==> src/core/qa_watchdog_params.svh <==
// Constants of the question-and-answer watchdog: frame layout, addresses, defaults, timing.
// Included by the package and the design; holds definitions only.
`ifndef QA_WATCHDOG_PARAMS_SVH
`define QA_WATCHDOG_PARAMS_SVH

// ==========================================================================
// Frame layout
// ==========================================================================
`define FRAME_BITS        6'd32
`define FRAME_WRITE_BIT   31
`define FRAME_ADDR_HI     30
`define FRAME_ADDR_LO     24
`define FRAME_DATA_HI     23
`define FRAME_DATA_LO     3

// ==========================================================================
// Register addresses
// ==========================================================================
`define ADDR_RESPONSE     7'h10
`define ADDR_RESP_TIMING  7'h11
`define ADDR_REQ_TIMING   7'h12
`define ADDR_COUNTER      7'h13

// ==========================================================================
// Field positions inside the frame
// ==========================================================================
`define ANS_HIGH_HI       18
`define ANS_HIGH_LO       11
`define ANS_LOW_HI        10
`define ANS_LOW_LO        3
`define WIN_START_HI      10
`define WIN_START_LO      3
`define WIN_END_HI        16
`define WIN_END_LO        11
`define WIN_TMO_HI        22
`define WIN_TMO_LO        17
`define BAD_STEP_HI       5
`define BAD_STEP_LO       3
`define GOOD_STEP_HI      8
`define GOOD_STEP_LO      6
`define TH_HIGH_HI        12
`define TH_HIGH_LO        9
`define TH_LOW_HI         16
`define TH_LOW_LO         13
`define DIV_SEL_BIT       17
`define TMO_RST_BIT       18
`define REQ_CHECK_BIT     19
`define RST_EN_BIT        20

// ==========================================================================
// Reset values and counter limit
// ==========================================================================
`define DEF_WIN_START     8'hFF
`define DEF_WIN_END       6'h30
`define DEF_WIN_TMO       6'h00
`define DEF_TH_LOW        4'h7
`define DEF_TH_HIGH       4'hF
`define DEF_GOOD_STEP     3'h1
`define DEF_BAD_STEP      3'h3
`define DEF_COUNT         4'h7
`define COUNT_MAX         5'h0F

// ==========================================================================
// Timing
// ==========================================================================
`define SYS_CLK_NS        5
`define TICK_FAST_NS      64000
`define TICK_SLOW_NS      256000
`define TICK_FAST_CYCLES  (`TICK_FAST_NS / `SYS_CLK_NS)
`define TICK_SLOW_CYCLES  (`TICK_SLOW_NS / `SYS_CLK_NS)
`define TIMER_MAX         9'h1FF

`endif

==> src/core/qa_watchdog_pkg.sv <==
// Types of the question-and-answer watchdog.
// Needs the constants header on the include path.
`include "qa_watchdog_params.svh"

package qa_watchdog_pkg;

   typedef enum logic [1:0] {
      WD_IDLE      = 2'b00,
      WD_WAIT_ANSW = 2'b01,
      WD_WAIT_REQ  = 2'b10
   } wd_state_e;

   typedef struct packed {
      logic [5:0] tmo;
      logic [5:0] end_delta;
      logic [7:0] start;
   } window_s;

   typedef struct packed {
      logic       reset_output_enable;
      logic       request_check_enable;
      logic       timeout_reset_enable;
      logic       tick_divide_select;
      logic [3:0] driver_inhibit_threshold;
      logic [3:0] driver_activate_threshold;
      logic [2:0] good_event_step;
      logic [2:0] bad_event_step;
   } counter_cfg_s;

   typedef struct packed {
      logic [1:0]   cs_sync;
      logic [1:0]   sclk_sync;
      logic [1:0]   mosi_sync;
      logic         cs_d;
      logic         sclk_d;
      logic [31:0]  shift_in;
      logic [5:0]   bit_cnt;
      logic [31:0]  shift_out;
      logic         miso;
      window_s      resp_win;
      window_s      req_win;
      counter_cfg_s cfg;
      wd_state_e    state;
      logic [15:0]  prescale;
      logic [8:0]   timer;
      logic [3:0]   error_event_counter;
      logic         drivers_on;
      logic         fault;
      logic         counter_zero_reset_flag;
      logic [7:0]   seed_word;
      logic         seed_pending;
      logic         seed_advance;
   } wd_state_s;

endpackage : qa_watchdog_pkg

==> src/core/qa_watchdog.sv <==
// Question-and-answer watchdog: SPI register access, answer check, windows, error counter.
// Assumes SPI mode 0 pins from another domain and a seed generator on sys_clk.
`timescale 1ns/100ps
`include "qa_watchdog_params.svh"

// Operation
// - Reading the shared seed/answer register is a seed request returning a seed.
// - Answer write is no request; reply carries the seed that answer relates to.
// - Answer window opens after 8-bit start count of ticks, default 0xFF.
// - Answer window closes at start plus 6-bit delta, default 0x30.
// - Answer acceptance ends at start, delta plus 6-bit timeout; then an error event, or a fault reset with timeout reset enable.
// - Request window opens after 8-bit start count from last answer, default 0xFF.
// - Request window closes at start plus 6-bit delta, default 0x30.
// - Request acceptance ends at start, delta plus timeout delta; then an error event, or a fault reset with timeout reset enable.
// - Configuration is writable only while idle: before the first seed request and again after a fault reset.
// - Fault reset keeps configuration; only power state reset loads defaults.
// - Reset enable, default 1, gates the watchdog reset output.
// - Request check enable, default 0, turns request window checking on.
// - Timeout reset enable, default 0, lets a timeout cause the reset.
// - Divide select picks a 64 us tick when clear, 256 us when set.
// - Low threshold, default 7, keeps drivers off while counter below it.
// - High threshold, default 15, switches drivers on; hysteresis between thresholds.
// - Good step, default 1, is added to the counter on each good event.
// - Bad step, default 3, is subtracted from the counter on each error.
// - Four-bit error counter collects good and bad request and answer events.
// - Expected answer: low byte is the complemented seed, high byte the seed.
// - Counter at zero sets the zero flag; reset only when reset enable set.
module qa_watchdog #(
   parameter int TICK_FAST = `TICK_FAST_CYCLES,
   parameter int TICK_SLOW = `TICK_SLOW_CYCLES
) (
   input  wire logic       sys_clk,                 // System clock, 200 MHz.
   input  wire logic       reset,                   // Power state reset, high.
   input  wire logic       spi_cs_n,                // Chip select pin, low active.
   input  wire logic       spi_sclk,                // Serial clock pin.
   input  wire logic       spi_mosi,                // Serial data in pin.
   input  wire logic [7:0] next_seed_word,          // Seed from the generator.
   output logic            spi_miso,                // Serial data out pin.
   output logic            watchdog_reset_output,   // Fault reset pulse.
   output logic            drivers_enable,          // Load drivers allowed.
   output logic            counter_zero_reset_flag, // Counter reached zero.
   output logic [3:0]      error_event_counter,     // Error counter value.
   output logic            seed_advance             // Generator step pulse.
);

   qa_watchdog_pkg::wd_state_s s;
   qa_watchdog_pkg::wd_state_s next_s;

   // ========================================================================
   // Helpers
   // ========================================================================
   function automatic logic [2:0] frame_crc(input logic [28:0] body);
      logic [2:0] c;
      c = 3'h0;
      for (int i = 0; i < 29; i++) begin
         c[i % 3] = c[i % 3] ^ body[i];
      end
      return c;
   endfunction : frame_crc

   function automatic logic in_window(input logic [8:0] t,
                                      input qa_watchdog_pkg::window_s w);
      logic [8:0] lo;
      logic [8:0] hi;
      lo = {1'b0, w.start};
      hi = lo + {3'h0, w.end_delta};
      return (t >= lo) && (t < hi);
   endfunction : in_window

   function automatic logic [8:0] timeout_at(input qa_watchdog_pkg::window_s w);
      return {1'b0, w.start} + {3'h0, w.end_delta} + {3'h0, w.tmo};
   endfunction : timeout_at

   // ========================================================================
   // Next state
   // ========================================================================
   always_comb begin
      logic        rise;
      logic        fall;
      logic        frame_end;
      logic        wr;
      logic [6:0]  addr;
      logic [31:0] f;
      logic        is_req;
      logic        is_ans;
      logic        tick;
      logic        good;
      logic        bad;
      logic        tmo;
      logic        correct;
      logic [15:0] limit;
      logic [4:0]  sum;
      logic [20:0] payload;
      logic [28:0] body;
      next_s = s;
      next_s.fault = 1'b0;
      next_s.seed_advance = 1'b0;
      good = 1'b0;
      bad = 1'b0;
      tmo = 1'b0;
      tick = 1'b0;
      payload = 21'h0;
      body = 29'h0;
      next_s.cs_sync = {s.cs_sync[0], spi_cs_n};
      next_s.sclk_sync = {s.sclk_sync[0], spi_sclk};
      next_s.mosi_sync = {s.mosi_sync[0], spi_mosi};
      next_s.cs_d = s.cs_sync[1];
      next_s.sclk_d = s.sclk_sync[1];
      rise = s.sclk_sync[1] & ~s.sclk_d & ~s.cs_sync[1];
      fall = ~s.sclk_sync[1] & s.sclk_d & ~s.cs_sync[1];
      frame_end = s.cs_sync[1] & ~s.cs_d;
      if (!s.cs_sync[1] && s.cs_d) begin
         next_s.bit_cnt = 6'h0;
      end
      // Bits are taken on the rising edge, MSB first.
      if (rise) begin
         next_s.shift_in = {s.shift_in[30:0], s.mosi_sync[1]};
         if (s.bit_cnt != `FRAME_BITS) begin
            next_s.bit_cnt = s.bit_cnt + 6'h1;
         end
      end
      if (fall) begin
         next_s.shift_out = {s.shift_out[30:0], 1'b0};
         next_s.miso = s.shift_out[30];
      end
      f = s.shift_in;
      wr = f[`FRAME_WRITE_BIT];
      addr = f[`FRAME_ADDR_HI:`FRAME_ADDR_LO];
      // A frame shorter than 32 bits is dropped whole; a longer one keeps its last 32 bits.
      is_req = frame_end && (s.bit_cnt == `FRAME_BITS) && !wr && (addr == `ADDR_RESPONSE);
      is_ans = frame_end && (s.bit_cnt == `FRAME_BITS) && wr && (addr == `ADDR_RESPONSE);

      // Configuration locks once the watchdog has left idle.
      if (frame_end && (s.bit_cnt == `FRAME_BITS) && wr &&
          (s.state == qa_watchdog_pkg::WD_IDLE)) begin
         case (addr)
            `ADDR_RESP_TIMING: begin
               next_s.resp_win.start = f[`WIN_START_HI:`WIN_START_LO];
               next_s.resp_win.end_delta = f[`WIN_END_HI:`WIN_END_LO];
               next_s.resp_win.tmo = f[`WIN_TMO_HI:`WIN_TMO_LO];
            end
            `ADDR_REQ_TIMING: begin
               next_s.req_win.start = f[`WIN_START_HI:`WIN_START_LO];
               next_s.req_win.end_delta = f[`WIN_END_HI:`WIN_END_LO];
               next_s.req_win.tmo = f[`WIN_TMO_HI:`WIN_TMO_LO];
            end
            `ADDR_COUNTER: begin
               next_s.cfg.reset_output_enable = f[`RST_EN_BIT];
               next_s.cfg.request_check_enable = f[`REQ_CHECK_BIT];
               next_s.cfg.timeout_reset_enable = f[`TMO_RST_BIT];
               next_s.cfg.tick_divide_select = f[`DIV_SEL_BIT];
               next_s.cfg.driver_inhibit_threshold = f[`TH_LOW_HI:`TH_LOW_LO];
               next_s.cfg.driver_activate_threshold = f[`TH_HIGH_HI:`TH_HIGH_LO];
               next_s.cfg.good_event_step = f[`GOOD_STEP_HI:`GOOD_STEP_LO];
               next_s.cfg.bad_event_step = f[`BAD_STEP_HI:`BAD_STEP_LO];
            end
            default: begin
            end
         endcase
      end

      // Tick prescaler and window timer.
      limit = s.cfg.tick_divide_select ? 16'(TICK_SLOW - 1) : 16'(TICK_FAST - 1);
      if (s.state != qa_watchdog_pkg::WD_IDLE) begin
         if (s.prescale >= limit) begin
            next_s.prescale = 16'h0;
            tick = 1'b1;
         end else begin
            next_s.prescale = s.prescale + 16'h1;
         end
      end
      if (tick && (s.timer != `TIMER_MAX)) begin
         next_s.timer = s.timer + 9'h1;
      end

      correct = (f[`ANS_LOW_HI:`ANS_LOW_LO] == ~s.seed_word) &&
                (f[`ANS_HIGH_HI:`ANS_HIGH_LO] == s.seed_word);
      case (s.state)
         qa_watchdog_pkg::WD_IDLE: begin
            if (is_req) begin
               next_s.state = qa_watchdog_pkg::WD_WAIT_ANSW;
               next_s.timer = 9'h0;
               next_s.prescale = 16'h0;
            end
         end
         qa_watchdog_pkg::WD_WAIT_ANSW: begin
            if (is_req) begin
               // The old seed is served again and the window restarts.
               bad = 1'b1;
               next_s.timer = 9'h0;
            end else if (is_ans) begin
               next_s.timer = 9'h0;
               next_s.state = qa_watchdog_pkg::WD_WAIT_REQ;
               if (correct && in_window(s.timer, s.resp_win)) begin
                  good = 1'b1;
                  next_s.seed_pending = 1'b1;
               end else begin
                  bad = 1'b1;
               end
            end else if (s.timer >= timeout_at(s.resp_win)) begin
               tmo = 1'b1;
            end
         end
         qa_watchdog_pkg::WD_WAIT_REQ: begin
            if (is_req) begin
               next_s.timer = 9'h0;
               next_s.state = qa_watchdog_pkg::WD_WAIT_ANSW;
               if (s.cfg.request_check_enable) begin
                  good = in_window(s.timer, s.req_win);
                  bad = !in_window(s.timer, s.req_win);
               end
            end else if (is_ans) begin
               bad = 1'b1;
            end else if (s.timer >= timeout_at(s.req_win)) begin
               tmo = 1'b1;
            end
         end
         default: begin
            next_s.state = qa_watchdog_pkg::WD_IDLE;
         end
      endcase

      // A fresh seed is taken at the first request after power reset, else only at the request after a correct answer inside the answer window.
      if (is_req && s.seed_pending) begin
         next_s.seed_word = next_seed_word;
         next_s.seed_pending = 1'b0;
         next_s.seed_advance = 1'b1;
      end

      if (tmo) begin
         next_s.timer = 9'h0;
         if (s.cfg.timeout_reset_enable) begin
            next_s.fault = s.cfg.reset_output_enable;
         end else begin
            bad = 1'b1;
         end
      end

      // Error event counter, saturating at both ends.
      sum = {1'b0, s.error_event_counter} + {2'h0, s.cfg.good_event_step};
      if (bad) begin
         if (s.error_event_counter > {1'b0, s.cfg.bad_event_step}) begin
            next_s.error_event_counter = s.error_event_counter - {1'b0, s.cfg.bad_event_step};
         end else begin
            next_s.error_event_counter = 4'h0;
            next_s.counter_zero_reset_flag = 1'b1;
            next_s.fault = s.cfg.reset_output_enable;
         end
      end else if (good) begin
         next_s.error_event_counter = (sum > `COUNT_MAX) ? 4'hF : sum[3:0];
      end

      // Driver hysteresis; the host keeps the low threshold below the high one.
      if (next_s.error_event_counter < s.cfg.driver_inhibit_threshold) begin
         next_s.drivers_on = 1'b0;
      end else if (next_s.error_event_counter >= s.cfg.driver_activate_threshold) begin
         next_s.drivers_on = 1'b1;
      end

      // Configuration survives a fault; the sequence restarts from idle.
      if (next_s.fault) begin
         next_s.state = qa_watchdog_pkg::WD_IDLE;
         next_s.error_event_counter = `DEF_COUNT;
         next_s.timer = 9'h0;
      end

      // Reply is shifted out during the next frame.
      if (frame_end && (s.bit_cnt == `FRAME_BITS)) begin
         case (addr)
            `ADDR_RESPONSE: payload = {13'h0, (is_ans ? s.seed_word : next_s.seed_word)};
            `ADDR_RESP_TIMING: payload = {1'b0, s.resp_win};
            `ADDR_REQ_TIMING: payload = {1'b0, s.req_win};
            `ADDR_COUNTER: payload = {3'h0, s.cfg};
            default: payload = 21'h0;
         endcase
         body = {1'b0, addr, payload};
         next_s.shift_out = {body, frame_crc(body)};
         next_s.miso = 1'b0;
      end
   end

   // ========================================================================
   // State register
   // ========================================================================
   always_ff @(posedge sys_clk) begin
      if (reset) begin
         s <= '0;
         s.cs_sync <= 2'h3;
         s.cs_d <= 1'b1;
         s.resp_win <= '{tmo: `DEF_WIN_TMO, end_delta: `DEF_WIN_END, start: `DEF_WIN_START};
         s.req_win <= '{tmo: `DEF_WIN_TMO, end_delta: `DEF_WIN_END, start: `DEF_WIN_START};
         s.cfg.reset_output_enable <= 1'b1;
         s.cfg.driver_inhibit_threshold <= `DEF_TH_LOW;
         s.cfg.driver_activate_threshold <= `DEF_TH_HIGH;
         s.cfg.good_event_step <= `DEF_GOOD_STEP;
         s.cfg.bad_event_step <= `DEF_BAD_STEP;
         s.state <= qa_watchdog_pkg::WD_IDLE;
         s.error_event_counter <= `DEF_COUNT;
         s.seed_pending <= 1'b1;
      end else begin
         s <= next_s;
      end
   end

   assign spi_miso = s.miso;
   assign watchdog_reset_output = s.fault;
   assign drivers_enable = s.drivers_on;
   assign counter_zero_reset_flag = s.counter_zero_reset_flag;
   assign error_event_counter = s.error_event_counter;
   assign seed_advance = s.seed_advance;

endmodule : qa_watchdog

==> config.mk <==
export PLATFORM = sky130hd
export DESIGN_NAME = qa_watchdog
export DESIGN_NICKNAME = d
export VERILOG_FILES = /design/src/core/qa_watchdog_pkg.sv /design/src/core/qa_watchdog.sv
export VERILOG_INCLUDE_DIRS = /design/src /design/src/core
export SDC_FILE = /design/constraint.sdc
export NUM_CORES = 1
export LEC_CHECK = 0
export BUFFER_PORTS_ARGS = -buffer_cell sky130_fd_sc_hd__buf_2
export CORE_MARGIN = 1
export CORE_UTILIZATION = 55
export CTS_CLUSTER_DIAMETER = 150
export DETAILED_ROUTE_END_ITERATION = 10
export PLACE_DENSITY = 0.74
export SETUP_SLACK_MARGIN = 0.1
export SYNTH_ARGS = -nofsm -noshare
export SYNTH_HDL_FRONTEND = slang
export SYNTH_SLANG_ARGS = --single-unit
==> constraint.sdc <==
create_clock -name sys_clk -period 4.8 [get_ports sys_clk]
set_clock_uncertainty 0.1 [all_clocks]
set_input_delay 0.24 -clock sys_clk [delete_from_list [all_inputs] [get_ports sys_clk]]
set_output_delay 0.24 -clock sys_clk [all_outputs]
set_load 0.01 [all_outputs]
==> flow_summary.json <==
{
  "cp.arrival_ns": 5.32,
  "ir_drop_uv": 237,
  "min_period_ns": 5.04,
  "end_kind": "flip-flop",
  "setup_ws_ns": -0.244,
  "root_buffer": "clkbuf_16",
  "status": "complete, but fails checks",
  "clk_latency_ns": 0.44,
  "yosys-top-cells-area": "dfxtp_1, ha_1, nand2_1, a21oi_1, nor2_1",
  "routedWlPerCell_um": 18.1,
  "io_pins": 22,
  "yosys_warnings": 0,
  "crit_fanout": 3,
  "place.gp.congestion": 0.909,
  "worstHoldPathType": "in2reg",
  "yosys.area.top_type_share": 0.333,
  "async_reset_ff_frac": 0,
  "syn_inst": 1318,
  "drive_above_1_share": 0.144,
  "final_cells": 1642,
  "worst_ep_required_time_ns": 5.07,
  "rows": 50,
  "detail_route.vias_per_cell": 5.94,
  "hold_viol": 0,
  "violations": "negative setup slack",
  "synth.avg_cell_area_um2": 8.21,
  "grt_pass1_vias": 8882,
  "start_util": 0.569,
  "area_delta_synth_final_pct": 14.2,
  "grt_setup_unrepaired": "true",
  "synth_top_area_cell": "dfxtp_1",
  "hp-start": "next_seed_word[7]",
  "powerDensity_nw_per_um2": 238,
  "grt_usage": 0.301,
  "syn_area_um2": 10800,
  "worstMarginPinSlew_ns": 1.13,
  "die_height_um": 142,
  "core-area_um2": 19000,
  "yosysSeqAreaShare": 0.333,
  "synthMostInstantiatedCell": "nand2_1",
  "dieArea_um2": 20200,
  "synth-seq-cells": 180,
  "clock-sinks": 180,
  "clockBufferDepth": 2,
  "via_count": 9755,
  "drc": 0,
  "start_kind": "flip-flop",
  "dp.cells": 1598,
  "antenna_found_initial": 0,
  "leakage_nw": 5.26,
  "overflow": 0,
  "dp_slack_ns": -0.357,
  "yosys-top-cells-count": "nand2_1, dfxtp_1, a21oi_1, nor2_1, ha_1",
  "fin_crit_sh": 1.05,
  "syn_nets": 1439,
  "synth_edf_count": 0,
  "nets": 1490,
  "antenna_cells": 0,
  "startpoint": "s[70]",
  "slew_headroom": 0.244,
  "hpwlAfterDp_mm": 21.2,
  "routed_wl_mm": 29.8,
  "die_w_um": 142,
  "ant_nets": 0,
  "cts_tree": "yes",
  "ys_types": 71,
  "grt_start_max_net_pins": 100,
  "fin_hold_ws_ns": 0.0128,
  "grt_first_pass_wirelength_mm": 46.8,
  "drt-initial-drc-count": 780,
  "r2r-start": "s[70]",
  "h-tree-depth": 4,
  "fmax_mhz": 198,
  "path_clk_slew_ns": 0.07,
  "path_class": "reg2reg",
  "ys.flop_type": "dfxtp_1",
  "drv_slew": 0,
  "portBuffers": 21,
  "dr.pass1.iters": 6,
  "drv_cap": 0,
  "setup_viol": 1,
  "cts-buffers-inserted": 17
}
-- metal layers --
metal  part of all wire  GRT usage  wire [µm]
met1               0.43      0.389      12900
met4              0.041      0.140       1220
met3              0.073     0.0643       2180
met5                  0          0          0
met2               0.45      0.478      13500
-- area by class of cell --
cell class | count | area, µm²
clock buffers | 18 | 429
well taps | 260 | 325
clock inverters | 14 | 161
inverters | 60 | 225
flip-flops and latches | 180 | 3610
multi-input cells | 1004 | 6850
repair buffers | 106 | 767
fillers | 1604 | 6650
-- worst paths after layout --
| path | end | slack (ns) | cells past startpoint |
|---|---|---|---|
| setup / recovery | drivers_enable | -0.24 | 25 |
| hold / removal | s[9] | 0.01 | 3 |
| setup reg to reg | drivers_enable | -0.24 | 25 |
| hold reg to reg | next_s[174] | 0.32 | 1 |
-- through the flow --
step                      TNS, ns  instance area, µm²  utilization  power, mW
after floorplan           -0.0752               10900            -       1.56
after global placement     -0.245               11500        0.607       1.57
after global routing       -0.589               12400        0.650       3.02
after detailed placement   -0.357               11500        0.607       1.57
final                      -0.244               12400        0.650       2.94
after CTS                  -0.222               12200        0.644       2.95
-- kinds of logic (layout without fill, tap and decap cells) --
kind of cell | count (synthesis) | after routing | synth area share
xor+xnor | 61 | 61 | 0.0532
compound gates | 304 | 304 | 0.184
simple gates | 490 | 490 | 0.212
mux | 41 | 41 | 0.0392
flops | 180 | 180 | 0.333
buf+inv | 134 | 198 | 0.0494
fa+ha+maj | 108 | 108 | 0.129
-- worst max-delay path, cell delays in order, from the launching register on --
cell and delay [ns]:
dfxtp_2 0.34, ha_4 0.16, fa_2 0.54, inv_2 0.05
fa_2 0.35, inv_2 0.06, a21oi_1 0.06, o21bai_1 0.16
a21o_1 0.16, a21oi_2 0.07, o31a_1 0.24, ha_1 0.30
a211o_1 0.28, a21oi_2 0.12, o21ai_2 0.08, a32o_2 0.30
o2bb2ai_4 0.15, or2_4 0.26, buf_6 0.13, mux2i_4 0.18
ha_1 0.28, o21ai_0 0.07, nand2b_1 0.07, a21oi_1 0.06
a211o_1 0.27, a31oi_1 0.13
-- registers in the layout, indices dropped and copies added, names as in the netlist --
signal and count:
counter_zero_reset_flag 1, spi_miso 1, watchdog_reset_output 1, drivers_enable 1
next_s 5, seed_advance 1, error_event_counter 4, s 166
-- report_power, final --
group,switching [mW],internal [mW]
clock network,0.699,0.701
registers,0.00188,1.49
logic,0.0316,0.0136
total,0.733,2.21
-- cells in the final DEF (no fill, tap or decap), drive strengths merged, types with 9 or more instances in the layout --
master  instances
a211o          30
a211oi         20
a21o           19
a21oi         120
a22o           11
a311oi         15
a31oi          12
and3           19
buf            99
clkbuf         18
dfxtp         180
ha            102
inv            67
mux2           11
mux2i          30
nand2         224
nand2b         13
nand3          17
nor2          122
nor2b          22
o21ai          33
o21bai          9
xnor2          31
xor2           27
-- timing repair --
item                                   in CTS  in global routing
setup endpoints to repair                   3                 13
cloned                                      0                  0
endpoints found under the hold margin       7                  0
pin swaps                                  14                 17
hold buffers                                7                  0
buffers inserted                            1                  4
gates resized for setup                    13                 21
Power figures use the tool's default switching activity.
